**src/hdl/watchdog_pkg.sv**
```systemverilog
// Shared constants and types of the minute or second watchdog
// Functional notes
// - Timeout of 1 to 255 units, one-unit steps
// - Unit bit 7 selects minutes over seconds
// - Reload zero disables; zero after reset
// - Nonzero reload write loads and starts counting
// - Count reaching zero halts and sets status
// - Software sets or clears status bit directly
// - Separate keyboard and mouse restart enables
// - Enabled event reloads count, clears status
// - Both events disabled means no reload
// - Status rising edge can raise interrupt
// - Interrupt routed to configured channel number
// - Routed request follows the status level
// - Force bit 2 zeroes count, sets bit 0
// - Force bit clears itself after acting
package watchdog_pkg;
   // Register byte offsets
   localparam logic [7:0] OFS_UNIT = 8'h00;
   localparam logic [7:0] OFS_RELOAD = 8'h04;
   localparam logic [7:0] OFS_EVCFG = 8'h08;
   localparam logic [7:0] OFS_CTRL = 8'h0c;
   localparam logic [7:0] OFS_COUNT = 8'h10;
   localparam logic [7:0] OFS_INT_STATUS = 8'h14;
   localparam logic [7:0] OFS_INT_MASK = 8'h18;
   // Field positions
   localparam int UNIT_MINUTE_BIT = 7;
   localparam int EV_KBD_BIT = 0;
   localparam int EV_MOUSE_BIT = 1;
   localparam int EV_CHAN_LSB = 4;
   localparam int CHAN_W = 4;
   localparam int CTRL_STATUS_BIT = 0;
   localparam int CTRL_FORCE_BIT = 2;
   localparam int INT_TIMEOUT_BIT = 0;
   localparam int INT_RESTART_BIT = 1;
   localparam int INT_W = 2;
   localparam int NUM_CHAN = 16;
   // Reset values
   localparam logic [7:0] RST_UNIT = 8'h00;
   localparam logic [7:0] RST_RELOAD = 8'h00;
   localparam logic [7:0] RST_EVCFG = 8'h00;
   localparam logic [1:0] RST_INT_MASK = 2'h0;
   // Timing
   localparam int CLK_HZ = 100_000_000;
   localparam int UNIT_SECOND_S = 1;
   localparam int SECONDS_PER_MINUTE = 60;
   localparam int SEC_CYCLES = UNIT_SECOND_S * CLK_HZ;
   // Watchdog state
   typedef enum logic [1:0] {
      WD_OFF = 2'b00,
      WD_RUN = 2'b01,
      WD_EXPIRED = 2'b10
   } wd_state_t;
endpackage : watchdog_pkg

```
**src/hdl/unit_tick_gen.sv**
```systemverilog
// Prescaler that pulses once per elapsed second or minute
`timescale 1ns/1ns
module unit_tick_gen #(
   parameter int unsigned SEC_CYCLES = watchdog_pkg::SEC_CYCLES
) (
   // Clock and reset
   input wire logic ref_clk,
   input wire logic reset_n,
   // Control
   input wire logic restart,
   input wire logic run,
   input wire logic minute_mode,
   // One-cycle unit pulse
   output logic tick
);
   import watchdog_pkg::*;

   logic [31:0] cyc_q, cyc_d; // Cycles within the current second
   logic [5:0] sec_q, sec_d; // Seconds within the current minute
   logic sec_end; // Last cycle of a second

   assign sec_end = run && (cyc_q == 32'(SEC_CYCLES - 1));
   // Minute mode fires only on the last second of sixty
   assign tick = sec_end && (!minute_mode || (sec_q == 6'(SECONDS_PER_MINUTE - 1)));

   // Next prescaler values
   always_comb begin
      cyc_d = cyc_q;
      sec_d = sec_q;
      if (restart || !run) begin
         // Reload starts a full unit afresh
         cyc_d = 32'h0;
         sec_d = 6'h0;
      end else if (sec_end) begin
         cyc_d = 32'h0;
         sec_d = (tick || !minute_mode) ? 6'h0 : sec_q + 6'h1;
      end else begin
         cyc_d = cyc_q + 32'h1;
      end
   end

   // Prescaler registers
   always_ff @(posedge ref_clk or negedge reset_n) begin
      if (!reset_n) begin
         cyc_q <= 32'h0;
         sec_q <= 6'h0;
      end else begin
         cyc_q <= cyc_d;
         sec_q <= sec_d;
      end
   end

   AST_TICK_SPACING: assert property (@(posedge ref_clk) disable iff (!reset_n)
      tick |-> (cyc_q == 32'(SEC_CYCLES - 1)) && run)
      else $error("unit tick not at end of second");
   AST_MINUTE_TICK: assert property (@(posedge ref_clk) disable iff (!reset_n)
      (tick && minute_mode) |-> (sec_q == 6'(SECONDS_PER_MINUTE - 1)))
      else $error("minute tick before sixtieth second");
endmodule : unit_tick_gen

```
**src/hdl/irq_channel_router.sv**
```systemverilog
// Steers the timeout status level onto one selected interrupt channel
`timescale 1ns/1ns
module irq_channel_router (
   // Source
   input wire logic status,
   input wire logic [watchdog_pkg::CHAN_W-1:0] chan_sel,
   // Channel requests
   output logic [watchdog_pkg::NUM_CHAN-1:0] irq_chan
);
   import watchdog_pkg::*;

   // Channel zero means not mapped; others follow the status level
   for (genvar i = 0; i < NUM_CHAN; i++) begin : g_chan
      assign irq_chan[i] = (i != 0) && (chan_sel == CHAN_W'(i)) && status;
   end
endmodule : irq_channel_router

```
**src/hdl/minute_second_watchdog.sv**
```systemverilog
// Watchdog countdown with register port, restart events and interrupt routing
//
// Design decisions made here: the address map and strobed register access.
`timescale 1ns/1ns
module minute_second_watchdog #(
   parameter int unsigned SEC_CYCLES = watchdog_pkg::SEC_CYCLES
) (
   // Clock and reset
   input wire logic ref_clk,
   input wire logic reset_n,
   // Register port
   input wire logic [7:0] reg_addr,
   input wire logic [31:0] reg_wdata,
   input wire logic reg_wr,
   input wire logic reg_rd,
   output logic [31:0] reg_rdata,
   // System restart events
   input wire logic kbd_irq,
   input wire logic mouse_irq,
   // Interrupts
   output logic [watchdog_pkg::NUM_CHAN-1:0] irq_chan,
   output logic irq
);
   import watchdog_pkg::*;

   // Software registers
   logic [7:0] timeout_unit_select_reg_q, timeout_unit_select_reg_d;
   logic [7:0] countdown_reload_value_q, countdown_reload_value_d;
   logic [7:0] watchdog_event_config_q, watchdog_event_config_d;
   logic [INT_W-1:0] int_mask_q, int_mask_d;
   // Block state
   logic [7:0] count_q, count_d; // Remaining units
   logic status_q, status_d; // Timeout status bit
   wd_state_t state_q, state_d; // Off, running or expired
   logic [INT_W-1:0] int_status_q, int_status_d; // Sticky events
   logic kbd_q, kbd_d; // Previous keyboard level
   logic mouse_q, mouse_d; // Previous mouse level
   logic [31:0] rdata_q, rdata_d; // Read data, one cycle late
   // Decodes and events
   logic wr_unit, wr_reload, wr_evcfg, wr_ctrl, wr_int_status, wr_int_mask;
   logic force_to; // Force timeout request
   logic restart_evt; // Enabled keyboard or mouse event
   logic tick; // One unit elapsed
   logic run; // Prescaler runs
   logic load_start; // Counter restarted from a reload
   logic expire; // Count steps from one to zero
   logic status_rise; // Status goes from low to high

   // Write decode
   assign wr_unit = reg_wr && (reg_addr == OFS_UNIT);
   assign wr_reload = reg_wr && (reg_addr == OFS_RELOAD);
   assign wr_evcfg = reg_wr && (reg_addr == OFS_EVCFG);
   assign wr_ctrl = reg_wr && (reg_addr == OFS_CTRL);
   assign wr_int_status = reg_wr && (reg_addr == OFS_INT_STATUS);
   assign wr_int_mask = reg_wr && (reg_addr == OFS_INT_MASK);
   // Force is acted on in the write cycle and never stored
   assign force_to = wr_ctrl && reg_wdata[CTRL_FORCE_BIT];
   // Each source has its own enable; both off means no restart
   assign restart_evt = (kbd_irq && !kbd_q && watchdog_event_config_q[EV_KBD_BIT])
      || (mouse_irq && !mouse_q && watchdog_event_config_q[EV_MOUSE_BIT]);
   assign status_rise = status_d && !status_q;

   // Prescaler runs only while counting
   always_comb begin
      case (state_q)
         WD_OFF: run = 1'b0;
         WD_RUN: run = 1'b1;
         WD_EXPIRED: run = 1'b0;
         default: run = 1'b0;
      endcase
   end

   // Unit timebase, seconds or minutes by unit bit 7
   unit_tick_gen #(
      .SEC_CYCLES(SEC_CYCLES)
   ) u_tick (
      .ref_clk(ref_clk),
      .reset_n(reset_n),
      .restart(load_start),
      .run(run),
      .minute_mode(timeout_unit_select_reg_q[UNIT_MINUTE_BIT]),
      .tick(tick)
   );

   // Routing of the status level to the chosen channel
   irq_channel_router u_router (
      .status(status_q),
      .chan_sel(watchdog_event_config_q[EV_CHAN_LSB +: CHAN_W]),
      .irq_chan(irq_chan)
   );

   // Next register, counter and status values
   always_comb begin
      timeout_unit_select_reg_d = timeout_unit_select_reg_q;
      countdown_reload_value_d = countdown_reload_value_q;
      watchdog_event_config_d = watchdog_event_config_q;
      int_mask_d = int_mask_q;
      count_d = count_q;
      status_d = status_q;
      load_start = 1'b0;
      expire = 1'b0;
      // Edge detectors keep the last pin level
      kbd_d = kbd_irq;
      mouse_d = mouse_irq;
      // Plain configuration writes
      if (wr_unit) begin
         timeout_unit_select_reg_d = reg_wdata[7:0];
      end
      if (wr_evcfg) begin
         watchdog_event_config_d = reg_wdata[7:0];
      end
      if (wr_int_mask) begin
         int_mask_d = reg_wdata[INT_W-1:0];
      end
      // Direct status write, unless expiry, a restart event or a force overrides it
      if (wr_ctrl) begin
         status_d = reg_wdata[CTRL_STATUS_BIT];
      end
      // Counter: 8 bits give 1 to 255 units
      if (wr_reload) begin
         countdown_reload_value_d = reg_wdata[7:0];
         // Zero disables, nonzero loads and starts
         count_d = reg_wdata[7:0];
         load_start = 1'b1;
      end else if (restart_evt) begin
         // Enabled event reloads and clears status
         count_d = countdown_reload_value_q;
         status_d = 1'b0;
         load_start = 1'b1;
      end else if (tick && (count_q != 8'h0)) begin
         count_d = count_q - 8'h1;
         expire = (count_q == 8'h1);
      end
      // Reaching zero halts and sets status; hardware set wins
      if (expire) begin
         status_d = 1'b1;
      end
      // Forced timeout zeroes the count and sets status
      if (force_to) begin
         count_d = 8'h0;
         status_d = 1'b1;
      end
   end

   // State follows count and status
   always_comb begin
      if (count_d != 8'h0) begin
         state_d = WD_RUN;
      end else if (status_d) begin
         state_d = WD_EXPIRED;
      end else begin
         state_d = WD_OFF;
      end
   end

   // Sticky interrupt events; a set beats a write-one clear
   always_comb begin
      int_status_d = int_status_q;
      if (wr_int_status) begin
         int_status_d = int_status_q & ~reg_wdata[INT_W-1:0];
      end
      if (status_rise) begin
         int_status_d[INT_TIMEOUT_BIT] = 1'b1;
      end
      if (restart_evt) begin
         int_status_d[INT_RESTART_BIT] = 1'b1;
      end
   end

   // Read mux; unmapped addresses read zero, force bit reads zero
   always_comb begin
      rdata_d = 32'h0;
      if (reg_rd) begin
         case (reg_addr)
            OFS_UNIT: rdata_d = {24'h0, timeout_unit_select_reg_q};
            OFS_RELOAD: rdata_d = {24'h0, countdown_reload_value_q};
            OFS_EVCFG: rdata_d = {24'h0, watchdog_event_config_q};
            OFS_CTRL: rdata_d = {31'h0, status_q};
            OFS_COUNT: rdata_d = {24'h0, count_q};
            OFS_INT_STATUS: rdata_d = {30'h0, int_status_q};
            OFS_INT_MASK: rdata_d = {30'h0, int_mask_q};
            default: rdata_d = 32'h0;
         endcase
      end
   end

   // All registers; reload is zero after reset
   always_ff @(posedge ref_clk or negedge reset_n) begin
      if (!reset_n) begin
         timeout_unit_select_reg_q <= RST_UNIT;
         countdown_reload_value_q <= RST_RELOAD;
         watchdog_event_config_q <= RST_EVCFG;
         int_mask_q <= RST_INT_MASK;
         count_q <= 8'h0;
         status_q <= 1'b0;
         state_q <= WD_OFF;
         int_status_q <= 2'h0;
         kbd_q <= 1'b0;
         mouse_q <= 1'b0;
         rdata_q <= 32'h0;
      end else begin
         timeout_unit_select_reg_q <= timeout_unit_select_reg_d;
         countdown_reload_value_q <= countdown_reload_value_d;
         watchdog_event_config_q <= watchdog_event_config_d;
         int_mask_q <= int_mask_d;
         count_q <= count_d;
         status_q <= status_d;
         state_q <= state_d;
         int_status_q <= int_status_d;
         kbd_q <= kbd_d;
         mouse_q <= mouse_d;
         rdata_q <= rdata_d;
      end
   end

   // Read data leave straight from their register
   assign reg_rdata = rdata_q;
   // Level interrupt while any unmasked event stands
   assign irq = |(int_status_q & int_mask_q);

   // Assertions on counter, status, restart events and routing
   // Reload zero keeps the counter at rest
   AST_ZERO_STAYS_OFF: assert property (@(posedge ref_clk) disable iff (!reset_n)
      (countdown_reload_value_q == 8'h0 && count_q == 8'h0 && !wr_reload)
      |=> count_q == 8'h0)
      else $error("disabled watchdog started counting");
   // A zero reload write leaves the timer off
   AST_ZERO_WRITE: assert property (@(posedge ref_clk) disable iff (!reset_n)
      (wr_reload && reg_wdata[7:0] == 8'h0)
      |=> count_q == 8'h0 && state_q != WD_RUN)
      else $error("zero reload did not disable the watchdog");
   // Reload write loads the counter and sets the prescaler running if the value is nonzero
   AST_RELOAD_LOADS: assert property (@(posedge ref_clk) disable iff (!reset_n)
      wr_reload |=> count_q == $past(reg_wdata[7:0]) && run == (count_q != 8'h0))
      else $error("reload write did not load the counter");
   // Last unit sets status and leaves the timer expired
   AST_EXPIRE_SETS: assert property (@(posedge ref_clk) disable iff (!reset_n)
      (tick && count_q == 8'h1 && !reg_wr && !restart_evt)
      |=> count_q == 8'h0 && status_q && state_q == WD_EXPIRED)
      else $error("expiry did not halt and set status");
   // An expired timer stays at zero until reloaded
   AST_EXPIRED_HALTS: assert property (@(posedge ref_clk) disable iff (!reset_n)
      (state_q == WD_EXPIRED && !wr_reload && !restart_evt)
      |=> count_q == 8'h0)
      else $error("expired counter moved without a reload");
   // Software owns the status bit unless expiry, a restart event or a force overrides it
   AST_STATUS_WRITE: assert property (@(posedge ref_clk) disable iff (!reset_n)
      (wr_ctrl && !force_to && !expire && !restart_evt)
      |=> status_q == $past(reg_wdata[CTRL_STATUS_BIT]))
      else $error("status write not applied");
   // A keyboard edge alone restarts only under its enable
   AST_KBD_ENABLE: assert property (@(posedge ref_clk) disable iff (!reset_n)
      (kbd_irq && !kbd_q && !watchdog_event_config_q[EV_KBD_BIT]
      && !(mouse_irq && !mouse_q)) |-> !restart_evt)
      else $error("disabled keyboard event restarted the timer");
   // A mouse edge alone restarts only under its enable
   AST_MOUSE_ENABLE: assert property (@(posedge ref_clk) disable iff (!reset_n)
      (mouse_irq && !mouse_q && !watchdog_event_config_q[EV_MOUSE_BIT]
      && !(kbd_irq && !kbd_q)) |-> !restart_evt)
      else $error("disabled mouse event restarted the timer");
   // Enabled event reloads and clears the status
   AST_RESTART_RELOAD: assert property (@(posedge ref_clk) disable iff (!reset_n)
      (restart_evt && !reg_wr)
      |=> count_q == countdown_reload_value_q && !status_q)
      else $error("restart event did not reload");
   // A taken restart is recorded among the sticky events
   AST_RESTART_EVENT: assert property (@(posedge ref_clk) disable iff (!reset_n)
      restart_evt |=> int_status_q[INT_RESTART_BIT])
      else $error("restart event not recorded");
   // With both restarts off only ticks and writes move the count
   AST_NO_RESTART: assert property (@(posedge ref_clk) disable iff (!reset_n)
      (watchdog_event_config_q[1:0] == 2'b00 && !reg_wr && !tick)
      |=> $stable(count_q))
      else $error("count changed with restarts disabled");
   // Status rise is latched as a timeout event
   AST_RISE_EVENT: assert property (@(posedge ref_clk) disable iff (!reset_n)
      $rose(status_q) |-> int_status_q[INT_TIMEOUT_BIT])
      else $error("status rise not recorded");
   // A latched timeout event stays until software clears it
   AST_EVENT_STICKY: assert property (@(posedge ref_clk) disable iff (!reset_n)
      (int_status_q[INT_TIMEOUT_BIT] && !wr_int_status)
      |=> int_status_q[INT_TIMEOUT_BIT])
      else $error("timeout event dropped without a clear");
   // Only the selected channel follows the status level
   AST_ROUTE_LEVEL: assert property (@(posedge ref_clk) disable iff (!reset_n)
      (watchdog_event_config_q[EV_CHAN_LSB +: CHAN_W] != 4'h0)
      |-> irq_chan[watchdog_event_config_q[EV_CHAN_LSB +: CHAN_W]] == status_q
      && $countones(irq_chan) <= 1)
      else $error("channel request does not follow status");
   // Forced timeout zeroes the count and sets status
   AST_FORCE: assert property (@(posedge ref_clk) disable iff (!reset_n)
      force_to |=> count_q == 8'h0 && status_q && state_q == WD_EXPIRED)
      else $error("forced timeout not taken");
   // Force bit never reads back set
   AST_FORCE_SELF_CLEAR: assert property (@(posedge ref_clk) disable iff (!reset_n)
      (reg_rd && reg_addr == OFS_CTRL) |=> !reg_rdata[CTRL_FORCE_BIT])
      else $error("force bit read back set");
   // Each tick without a reload write, restart event or force takes exactly one unit off the count
   AST_RANGE: assert property (@(posedge ref_clk) disable iff (!reset_n)
      (tick && count_q != 8'h0 && !reg_wr && !restart_evt)
      |=> count_q == $past(count_q) - 8'h1)
      else $error("counter did not step by one unit");

   // Main scenarios
   COV_EXPIRE: cover property (@(posedge ref_clk) disable iff (!reset_n) expire);
   COV_FORCE: cover property (@(posedge ref_clk) disable iff (!reset_n) force_to);
   COV_RESTART: cover property (@(posedge ref_clk) disable iff (!reset_n)
      restart_evt && count_q != 8'h0);
   COV_IRQ: cover property (@(posedge ref_clk) disable iff (!reset_n) $rose(irq));
   COV_MINUTE: cover property (@(posedge ref_clk) disable iff (!reset_n)
      tick && timeout_unit_select_reg_q[UNIT_MINUTE_BIT]);
endmodule : minute_second_watchdog

```
**config.mk**
```make
export PLATFORM = sky130hd
export DESIGN_NAME = minute_second_watchdog
export DESIGN_NICKNAME = d
export VERILOG_FILES = /design/src/hdl/watchdog_pkg.sv /design/src/hdl/unit_tick_gen.sv /design/src/hdl/irq_channel_router.sv /design/src/hdl/minute_second_watchdog.sv
export SDC_FILE = /design/constraint.sdc
export NUM_CORES = 1
export LEC_CHECK = 0
export ABC_AREA = 1
export ABC_CLOCK_PERIOD_IN_PS = 2600
export BUFFER_PORTS_ARGS = -buffer_cell sky130_fd_sc_hd__buf_2
export CORE_AREA = 2 2 105 107
export DETAILED_ROUTE_END_ITERATION = 6
export DIE_AREA = 0 0 107 109
export GPL_TIMING_DRIVEN = 0
export PLACE_DENSITY = 0.79
export REMOVE_ABC_BUFFERS = 1
export SYNTH_ARGS = -nofsm -noshare
export SYNTH_HDL_FRONTEND = slang
export SYNTH_SLANG_ARGS = --single-unit
export TNS_END_PERCENT = 10
```
**constraint.sdc**
```tcl
create_clock -name ref_clk -period 2.6 [get_ports ref_clk]
set_input_delay 0.65 -clock ref_clk [delete_from_list [all_inputs] [get_ports ref_clk]]
set_output_delay 0.65 -clock ref_clk [all_outputs]
set_load 0.02 [all_outputs]
```
==> results.yml, run 1 <==
placed_design:
  placed_area_um2: 5400
  gp_congestion: 0.843
  place_inst: 854
  port_buffers: 45
  dp_hpwl_mm: 7.98
clock_tree:
  cts_buffer_depth: 2
  cts_tree: "yes"
  clkLatencyLatePin_ps: 360
  cts_root_buffer: "clkbuf_8"
  path_clk_slew_ps: 90
  cts.htree.levels: 3
  ctsHoldBuffers: 0
  numCtsBuffers: 9
  cts.sinks: 87
  cts-resized-gates: 0
  post_cts_buffers: 0
route:
  ant_nets: 0
  vias: 4365
  remaining_drc_errors: 0
  drt_wl_total_mm: 10.7
  viasPerCell: 5.00
  wl_per_cell_um: 12.3
  drt-initial-drc-count: 202
  drt_pass1_iterations: 4
timing:
  slew_viol_final: 0
  setup_tns_ps: 0
  hold_viol: 0
  max_slew_margin_pct: 59.3
  setup_viol: 0
  period_needed_ps: 2340
  rsz0062_at_grt: "false"
  worstMarginPinSlew_ps: 608
  finalCritPeriodShare_pct: 89.8
  skew_ps: 12.2
  max_freq_mhz: 428
worst_setup_path:
  cp.required_ps: 2840
  endpoint_kind: "flip-flop"
  crit_type: "input pin to flip-flop"
  cp-start-kind: "input pin"
  cp.arrival_ps: 2570
  cp_max_fo: 19
final_layout:
  drive_gt1_share_pct: 14.9
  fin_cells: 873
  area_growth_pct: 9.88
  design_area_um2: 5610
  insertedDiodeCount: 0
  layout_commonest_cell: "nand2_1"
  fill_cells: 997
  final_cell_mix: "nand2_1, inv_1, dfrtp_1"
  post-route-util_pct: 52.9
  nNetsFinal: 779
  multi_input_area_um2: 2420
  register_area_um2: 2180
logic_synthesis:
  async_reset_ff_share_pct: 100
  yosys_warnings: 0
  ys.flop_type: "dfrtp_1"
  yosysTopAreaCell: "dfrtp_1"
  postSynthAreaPerCell_um2: 7.55
  synth_edf_count: 0
  synthTopCellsByArea: "dfrtp_1, nand2_1, inv_1"
  syn_inst: 676
  synth_area_um2: 5100
  synth_seq_area_share_pct: 42.7
  ys_types: 51
  synth_seq_cells: 87
  synth_top_area_share_pct: 42.7
floorplan:
  die-area_um2: 11700
  core_area_um2: 10600
  die_w_um: 107
  rows: 38
  ioPinCount: 95
  die_y_um: 109
  initial_core_util_pct: 48.1
grt:
  antenna_found_initial: 0
  grt_pass1_vias: 4247
  overflow: 0
  grt_pass1_wl_mm: 18.7
  grt_use_total_pct: 19.9
  grt_max_degree: 48
power_and_ir_drop:
  power_density_nw_per_um2: 526
  p_int_w: 0.00204
  ir_worst_vdd_uv: 300
  seqPwrFrac_pct: 53.2
  comb_power_share_pct: 16.9
  switchingPower_w: 0.000909
  clkPwrFrac_pct: 29.9
  power.leakage_nw: 2.78
  p_total_w: 0.00295
  netSwitchingFraction_pct: 30.8
status:
  status: "finished, final reports clean"
hold_path:
  min_path_type: "input pin to async pin"
run:
  max_cap_viol_count: 0
[registers in the layout (all words and copies together) (netlist names)]
name and cells:
int_mask_q 2, reg_rdata 8, countdown_reload_value_q 8, u_tick.cyc_q 32, kbd_q 1, mouse_q 1, count_q 8, status_q 1
state_q 2, int_status_q 2, u_tick.sec_q 6, watchdog_event_config_q 8, timeout_unit_select_reg_q 8
[worst paths after layout]
check                           startpoint  slack [ps]                           end  cells after the start
hold reg to reg            u_tick.cyc_q[0]         460               u_tick.cyc_q[0]                      1
hold / removal                     reset_n         260              u_tick.cyc_q[19]                      1
setup reg to reg           u_tick.cyc_q[0]         410              u_tick.cyc_q[26]                     13
max in group asynchronous          reset_n        1730  timeout_unit_select_reg_q[0]                      2
min in group ref_clk             mouse_irq         400                       mouse_q                      1
setup / recovery               reg_addr[1]         260               u_tick.sec_q[4]                     12
[synthesized netlist by cell type, types with 2 or more instances]
| cell type | instances |
|---|---|
| dfrtp_1 | 87 |
| a221oi_1 | 3 |
| xor2_1 | 9 |
| nand4_2 | 2 |
| buf_4 | 25 |
| nand3b_1 | 3 |
| o21ai_1 | 7 |
| ha_1 | 5 |
| inv_2 | 9 |
| nand4_1 | 11 |
| inv_1 | 89 |
| nor2_4 | 2 |
| o21ai_0 | 39 |
| nand2_4 | 2 |
| nor2_1 | 85 |
| nor3_1 | 16 |
| nand2_2 | 3 |
| nor3_2 | 5 |
| xnor2_1 | 3 |
| clkbuf_1 | 2 |
| nor3b_1 | 2 |
| o31ai_1 | 2 |
| buf_2 | 4 |
| nand3_1 | 24 |
| o22ai_1 | 9 |
| a21oi_1 | 36 |
| or2_1 | 2 |
| nand2_1 | 157 |
| nor2_2 | 11 |
[routing by layer]
| metal | global-route usage (%) | up-vias | routed length (um) |
|---|---|---|---|
| met5 | 0 | - | 0 |
| met4 | 5.47 | 0 | 127 |
| met3 | 3.95 | 14 | 560 |
| met2 | 34.3 | 134 | 5200 |
| met1 | 25.5 | 1997 | 4820 |
| li1 | - | 2220 | - |
[power groups by stage]
| stage | Clock [W] | Combinational [W] | Sequential, W |
|---|---|---|---|
| floorplan | 0 | 0.000372 | 0.00157 |
| global placement | 0 | 0.000480 | 0.00159 |
| detailed placement | 0 | 0.000498 | 0.00159 |
| finish | 0.000880 | 0.000499 | 0.00157 |
| global route | 0.000963 | 0.000588 | 0.00158 |
| CTS | 0.000902 | 0.000499 | 0.00157 |
[critical path, stage by stage]
cell     delay, ps
buf_2           90
or2_4          270
nor3_4         190
nand2_4        180
nor2_8         250
nor2_2         120
nand2_4        150
nor2_4          70
inv_4          180
nand2_1        120
nor3_1         220
nor3_2          70
[final cells by class]
cell class                 instances  share of cell area [%]
clock buffer                      11                    2.70
sequential                        87                    38.8
clock inverter                     5                   0.580
multi-input combinational        482                    43.2
tap                              140                    3.12
timing repair buffer              48                    4.82
inverter                         100                    6.74
[through the flow]
step / setup WS (ps) / hold WS, ps
2_1_floorplan: 312 / 354
3_3_place_gp: -197 / 453
3_5_place_dp: -220 / 453
4_1_cts: 166 / 280
5_1_grt: 58.9 / 299
6_report: 264 / 264
[cell families after synthesis]
kind of cell,share of synthesized area [%]
and+or+nand+nor,30.7
DFF,42.7
buffers and inverters,11.8
xor gates and xnor gates,2.06
AOI/OAI and AO/OA,11.5
other,0.0735
adders and majority gates,1.23
(Power assumes the default switching activity.)
==> run 2, diff against run 1 <==
--- a/config.mk
+++ b/config.mk
@@ -7,12 +7,13 @@
 export LEC_CHECK = 0
 export ABC_AREA = 1
 export ABC_CLOCK_PERIOD_IN_PS = 2600
-export BUFFER_PORTS_ARGS = -buffer_cell sky130_fd_sc_hd__buf_2
-export CORE_AREA = 2 2 105 107
+export BUFFER_PORTS_ARGS = -buffer_cell sky130_fd_sc_hd__buf_4
+export CORE_AREA = 2 2 110 112
+export CTS_BUF_LIST = sky130_fd_sc_hd__clkbuf_8
 export DETAILED_ROUTE_END_ITERATION = 6
-export DIE_AREA = 0 0 107 109
+export DIE_AREA = 0 0 112 114
 export GPL_TIMING_DRIVEN = 0
-export PLACE_DENSITY = 0.79
+export PLACE_DENSITY = 0.74
 export REMOVE_ABC_BUFFERS = 1
 export SYNTH_ARGS = -nofsm -noshare
 export SYNTH_HDL_FRONTEND = slang
==> run 2 against run 1 <==
Net effect:
- clock power rose by 7.5%
- maximum frequency is 4.1% lower
- critical path depth up 2
- critical path type unchanged
- wire length rose by 5.1%
- sequential share of layout area down 0.57 points
- highest routed layer unchanged
- total power is 2.6% higher
- via count decreased by 1.2%
- critical endpoint unchanged
- clock skew is 3.5 ps higher
- cell count increased by 0.46%
- register-to-register slack got worse by 100 ps
- global-route usage shrank 1.7 points
==> results.yml, run 2 (synthesis results as in run 1) <==
grt:
  antenna_found_initial: 0
  grt_pass1_wl_mm: 18.7
  grt_max_degree: 88
  overflow: 0
  grt_pass1_vias: 3925
  grt_use_total_pct: 18.2
final_layout:
  post-route-util_pct: 48.6
  largest_register_ffs: 32
  largest_register: "u_tick.cyc_q"
  area_growth_pct: 11.5
  register_area_um2: 2180
  drive_gt1_share_pct: 14.1
  nNetsFinal: 776
  multi_input_area_um2: 2420
  fill_cells: 1150
  design_area_um2: 5690
  final_cell_mix: "nand2_1, inv_1, dfrtp_1"
  insertedDiodeCount: 0
  layout_commonest_cell: "nand2_1"
worst_setup_path:
  worst-path-buf-inv: 3
  crit_type: "input pin to flip-flop"
  cpPeakStageDelay_ps: 410
  cp-start-kind: "input pin"
  endpoint_kind: "flip-flop"
  timing.rr.end: "u_tick.sec_q[4]"
  crit_chain: "buf_4 -> nor2_1 -> nand2_1 -> inv_1 -> nand2_4 -> nor2_8 -> nor2_2 -> nand2_4 -> nor2_4 -> inv_4 -> nand2_1 -> nor2_2 -> a21oi_1 -> nor3_2"
  r2r_start: "u_tick.cyc_q[0]"
  critPathSlowestCell: "nor2_4"
  regToRegSetupSlack_ps: 310
  cp_max_fo: 19
  crit_family: "simple AND/OR/NAND/NOR gates"
  cp.arrival_ps: 2680
  cp.required_ps: 2850
  rr_worst_depth: 13
timing:
  whs_ps: 399
  max_slew_margin_pct: 27.4
  setup_viol: 0
  worstMarginPinSlew_ps: 1090
  finalCritPeriodShare_pct: 93.7
  period_needed_ps: 2440
  slew_viol_final: 0
  setup_slack_ps: 165
  hold_viol: 0
  skew_ps: 15.6
  rsz0062_at_grt: "false"
  max_freq_mhz: 411
floorplan:
  die_y_um: 114
  die_w_um: 112
  die-area_um2: 12800
  rows: 40
  ioPinCount: 95
  initial_core_util_pct: 43.6
  core_area_um2: 11700
route:
  wl_per_cell_um: 12.8
  drt_wl_total_mm: 11.2
  drt-initial-drc-count: 245
  remaining_drc_errors: 0
  viasPerCell: 4.92
  drt_pass1_iterations: 5
  ant_nets: 0
  vias: 4313
clock_tree:
  cts_root_buffer: "clkbuf_8"
  numCtsBuffers: 9
  clkLatencyLatePin_ps: 380
  cts.htree.levels: 3
  cts_buffer_depth: 2
  cts.sinks: 87
  cts_tree: "yes"
  post_cts_buffers: 0
  cts-resized-gates: 0
  path_clk_slew_ps: 70
status:
  status: "finished, final reports clean"
power_and_ir_drop:
  comb_power_share_pct: 16.8
  ir_worst_vdd_uv: 272
  p_int_w: 0.00211
  seqPwrFrac_pct: 52.0
  switchingPower_w: 0.000917
  power.leakage_nw: 2.79
  netSwitchingFraction_pct: 30.3
  power_density_nw_per_um2: 531
  clkPwrFrac_pct: 31.3
placed_design:
  placed_area_um2: 5490
  gp_congestion: 0.850
  dp_hpwl_mm: 8.27
  detailedPlace.worstSlack_ps: -223
  port_buffers: 45
hold_path:
  min_path_type: "input pin to flip-flop"
  whs_path_depth: 1
  min-delay-start: "mouse_irq"
  whs_endpoint: "mouse_q"
run:
  max_cap_viol_count: 0
==> run 2: timing repair <==
action                                  4_1_cts  5_1_grt
hold endpoints to repair                      0        0
hold buffers                                  0        0
endpoints found under the setup margin        0        1
==> run 2: cell type report <==
cell class	count	area share (%)
sequential	87	38.3
clock buffer	10	2.42
inverter	100	6.64
tap	147	3.23
clock inverter	6	0.946
multi-input combinational	482	42.6
timing repair buffer	45	5.94
==> run 2: metrics by stage <==
step / instances / total power [W] / setup TNS (ps)
finish: 877 / 0.00302 / 0
CTS: 876 / 0.00305 / 0
global route: 877 / 0.00321 / 0
detailed placement: 860 / 0.00210 / -500
global placement: 860 / 0.00209 / -490
floorplan: 668 / 0.00194 / 0
==> run 2: metal layers <==
layer | vias to the layer above | part of all wire [%] | global-route usage [%]
li1 | 2212 | - | -
met1 | 1973 | 47 | 25.3
met2 | 107 | 46 | 28.4
met3 | 21 | 4.4 | 4.25
met4 | 0 | 1.9 | 5.53
met5 | - | 0 | 0
==> run 2: worst max-delay path by stage <==
stage,end,start,cells past startpoint,slack (ps)
global route,u_tick.sec_q[4],reg_addr[7],14,10
global placement,u_tick.sec_q[4],reg_addr[1],12,-210
CTS,u_tick.sec_q[4],reg_addr[1],13,150
floorplan,u_tick.sec_q[4],reg_addr[1],11,310
finish,u_tick.sec_q[4],reg_addr[5],14,160
detailed placement,u_tick.sec_q[4],reg_addr[1],12,-220
==> run 2: power groups by stage <==
stage          registers [W]  clock network, W  logic, W
6_report             0.00157          0.000946  0.000506
3_3_place_gp         0.00159                 0  0.000495
2_1_floorplan        0.00157                 0  0.000372
4_1_cts              0.00157          0.000970  0.000506
3_5_place_dp         0.00159                 0  0.000506
5_1_grt              0.00159           0.00103  0.000590
==> run 3, diff against run 2 <==
--- a/config.mk
+++ b/config.mk
@@ -8,14 +8,15 @@
 export ABC_AREA = 1
 export ABC_CLOCK_PERIOD_IN_PS = 2600
 export BUFFER_PORTS_ARGS = -buffer_cell sky130_fd_sc_hd__buf_4
-export CORE_AREA = 2 2 110 112
+export CORE_AREA = 2 2 102 104
 export CTS_BUF_LIST = sky130_fd_sc_hd__clkbuf_8
 export DETAILED_ROUTE_END_ITERATION = 6
-export DIE_AREA = 0 0 112 114
+export DIE_AREA = 0 0 104 106
 export GPL_TIMING_DRIVEN = 0
-export PLACE_DENSITY = 0.74
+export PLACE_DENSITY = 0.86
 export REMOVE_ABC_BUFFERS = 1
 export SYNTH_ARGS = -nofsm -noshare
 export SYNTH_HDL_FRONTEND = slang
+export SYNTH_HIERARCHICAL = 1
 export SYNTH_SLANG_ARGS = --single-unit
 export TNS_END_PERCENT = 10
==> run 3 against run 2 <==
Net effect:
- maximum frequency rose by 1.2%
- sequential cell count did not move
- clock skew fell by 2.1 ps
- sequential power rose by 15%
- total power rose by 28%
- worst setup slack improved by 28 ps
- clock power rose by 19%
- non-clock buffer count rose by 1
- sequential share of layout area fell by 1.8 points
- via count rose by 11%
- global-route usage rose by 4.9 points
- critical endpoint is now state_q[1]
- largest cell class unchanged
==> results.yml, run 3 <==
worst_setup_path:
  cp_max_fo: 6
  cp-start-kind: "flip-flop"
  endpoint_kind: "flip-flop"
  crit_chain: "ha_4 -> nand3_1 -> inv_2 -> nand2_4 -> inv_1 -> nand4_1 -> inv_2 -> o21a_2 -> nand4_1 -> o211ai_1 -> inv_1 -> nor2_2"
  critPathSlowestCell: "dfrtp_2"
  cp.arrival_ps: 2710
  crit_type: "flip-flop to flip-flop"
  cp.required_ps: 2900
  cpPeakStageDelay_ps: 420
logic_synthesis:
  postSynthAreaPerCell_um2: 7.31
  synth_area_um2: 5370
  synth_top_area_share_pct: 40.6
  yosys-top-cells-count: "nand2_1, inv_1, nor2_1"
  synth_edf_count: 0
  synthTopCellsByArea: "dfrtp_1, nand2_1, inv_1"
  syn_inst: 734
  ys.flop_type: "dfrtp_1"
  yosysTopAreaCell: "dfrtp_1"
  yosys_warnings: 6
  ys_types: 42
  synth_seq_area_share_pct: 40.6
  synth_most_common_cell: "nand2_1"
  synth_seq_cells: 87
  async_reset_ff_share_pct: 100
clock_tree:
  cts_root_buffer: "clkbuf_8"
  path_clk_slew_ps: 100
  cts.sinks: 87
  cts_tree: "yes"
  cts_buffer_depth: 2
  ctsHoldBuffers: 0
  clkLatencyLatePin_ps: 370
  cts.htree.levels: 3
  numCtsBuffers: 9
placed_design:
  port_buffers: 45
  detailedPlace.worstSlack_ps: -118
  gp_congestion: 0.937
  dp_hpwl_mm: 8.96
floorplan:
  initial_core_util_pct: 53.7
  die_w_um: 104
  die_y_um: 106
  die-area_um2: 11000
  core_area_um2: 10000
  rows: 37
  ioPinCount: 95
timing:
  hold_viol: 0
  setup_tns_ps: 0
  worstMarginPinSlew_ps: 1090
  skew_ps: 13.6
  period_needed_ps: 2410
  max_slew_margin_pct: 27.3
  setup_slack_ps: 193
  setup_viol: 0
  max_freq_mhz: 415
  slew_viol_final: 0
  finalCritPeriodShare_pct: 92.6
status:
  status: "finished, final reports clean"
run:
  max_cap_viol_count: 0
power_and_ir_drop:
  power_density_nw_per_um2: 648
  power.leakage_nw: 3.03
  ir_worst_vdd_uv: 318
route:
  wl_per_cell_um: 13.3
  drt_pass1_iterations: 5
  remaining_drc_errors: 0
  drt-initial-drc-count: 286
  viasPerCell: 5.18
  vias: 4778
  drt_wl_total_mm: 12.3
  ant_nets: 0
grt:
  grt_use_total_pct: 23.0
  grt_pass1_wl_mm: 20.4
  antenna_found_initial: 0
  grt_pass1_vias: 4358
  grt_max_degree: 88
  overflow: 0
final_layout:
  largest_register_ffs: 32
  area_growth_pct: 11.4
  final_cell_mix: "nand2_1, inv_1, nor2_1"
  layout_commonest_cell: "nand2_1"
  drive_gt1_share_pct: 15.0
  insertedDiodeCount: 0
  nNetsFinal: 833
  largest_register: "u_tick/cyc_q"
hold_path:
  min_path_type: "input pin to flip-flop"
-- run 3: cell types whose count changed in the layout (fill, tap and decap cells not counted), sizes merged, moves of 3 or more --
cell,delta
nand2,+50
a21oi,-20
nand3,+18
nor2,+12
inv,+11
o21ai,-6
o22ai,-6
or2,-5
nand4,+4
a221oi,+3
o31ai,-3
-- run 3: logic make-up (layout without fill, tap and decap cells) --
family	Yosys count	in the layout	share of synthesized area, %
XOR/XNOR	14	14	2.28
other	2	25	0.140
buffers and inverters	140	170	12.1
AO/OA/AOI/OAI	76	76	8.70
flip-flops	87	87	40.6
AND/OR/NAND/NOR	410	410	35.1
adder cells (fa/ha/maj)	5	5	1.17
-- run 3: path summary, 6_finish.rpt --
path | from | endpoint | slack (ps) | cells after the start
max reg2reg | u_tick/cyc_q[0] | state_q[1] | 190 | 12
max | u_tick/cyc_q[0] | state_q[1] | 190 | 12
min in group asynchronous | reset_n | u_tick/sec_q[3] | 460 | 1
max in group asynchronous | reset_n | u_tick/cyc_q[0] | 1370 | 1
min | mouse_irq | mouse_q | 390 | 1
min reg2reg | timeout_unit_select_reg_q[5] | timeout_unit_select_reg_q[5] | 500 | 2
-- run 3: routing by layer --
metal | part of all wire [%] | routed length (um) | GRT usage (%) | vias to the layer above
li1 | - | - | - | 2368
met1 | 42 | 5110 | 29.2 | 2224
met2 | 50 | 6180 | 39.7 | 164
met3 | 6.1 | 752 | 4.11 | 22
met4 | 2.0 | 240 | 8.30 | 0
met5 | 0 | 0 | 0 | -
-- run 3: stage by stage --
step | cells | power [W] | hold WS (ps) | cell area [um^2] | util [%]
CTS | 922 | 0.00385 | 390 | 5950 | 59.5
finish | 923 | 0.00387 | 391 | 5980 | 59.8
floorplan | 725 | 0.00245 | 354 | 5210 | -
global route | 923 | 0.00410 | 378 | 5980 | 59.8
global placement | 906 | 0.00269 | 466 | 5720 | 57.2
detailed placement | 906 | 0.00272 | 476 | 5720 | 57.2
-- run 3: critical path, delay by kind of cell (launching register included) --
kind | cells | cell delay (ps)
simple gates | 5 | 620
compound gates | 2 | 570
buf+inv | 4 | 530
flops | 1 | 420
fa+ha+maj | 1 | 180
-- run 3: repair_timing --
item | CTS | global route
endpoints found under the setup margin | 0 | 4
buffers inserted | 0 | 1
resized for setup | 0 | 5
-- run 3: report_power, final --
group | internal, W | total [W] | switching (W)
registers | 0.00157 | 0.00180 | 0.000238
logic | 0.000320 | 0.000939 | 0.000619
clock network | 0.000565 | 0.00113 | 0.000563
total | 0.00245 | 0.00387 | 0.00142
-- run 3: area by class of cell --
cell class | instances | area [um^2]
Fill cell | 911 | 4020
Multi-Input combinational cell | 530 | 2640
Sequential cell | 87 | 2180
Inverter | 108 | 408
Timing Repair Buffer | 46 | 345
Tap cell | 136 | 170
Clock buffer | 9 | 124
Clock inverter | 7 | 109
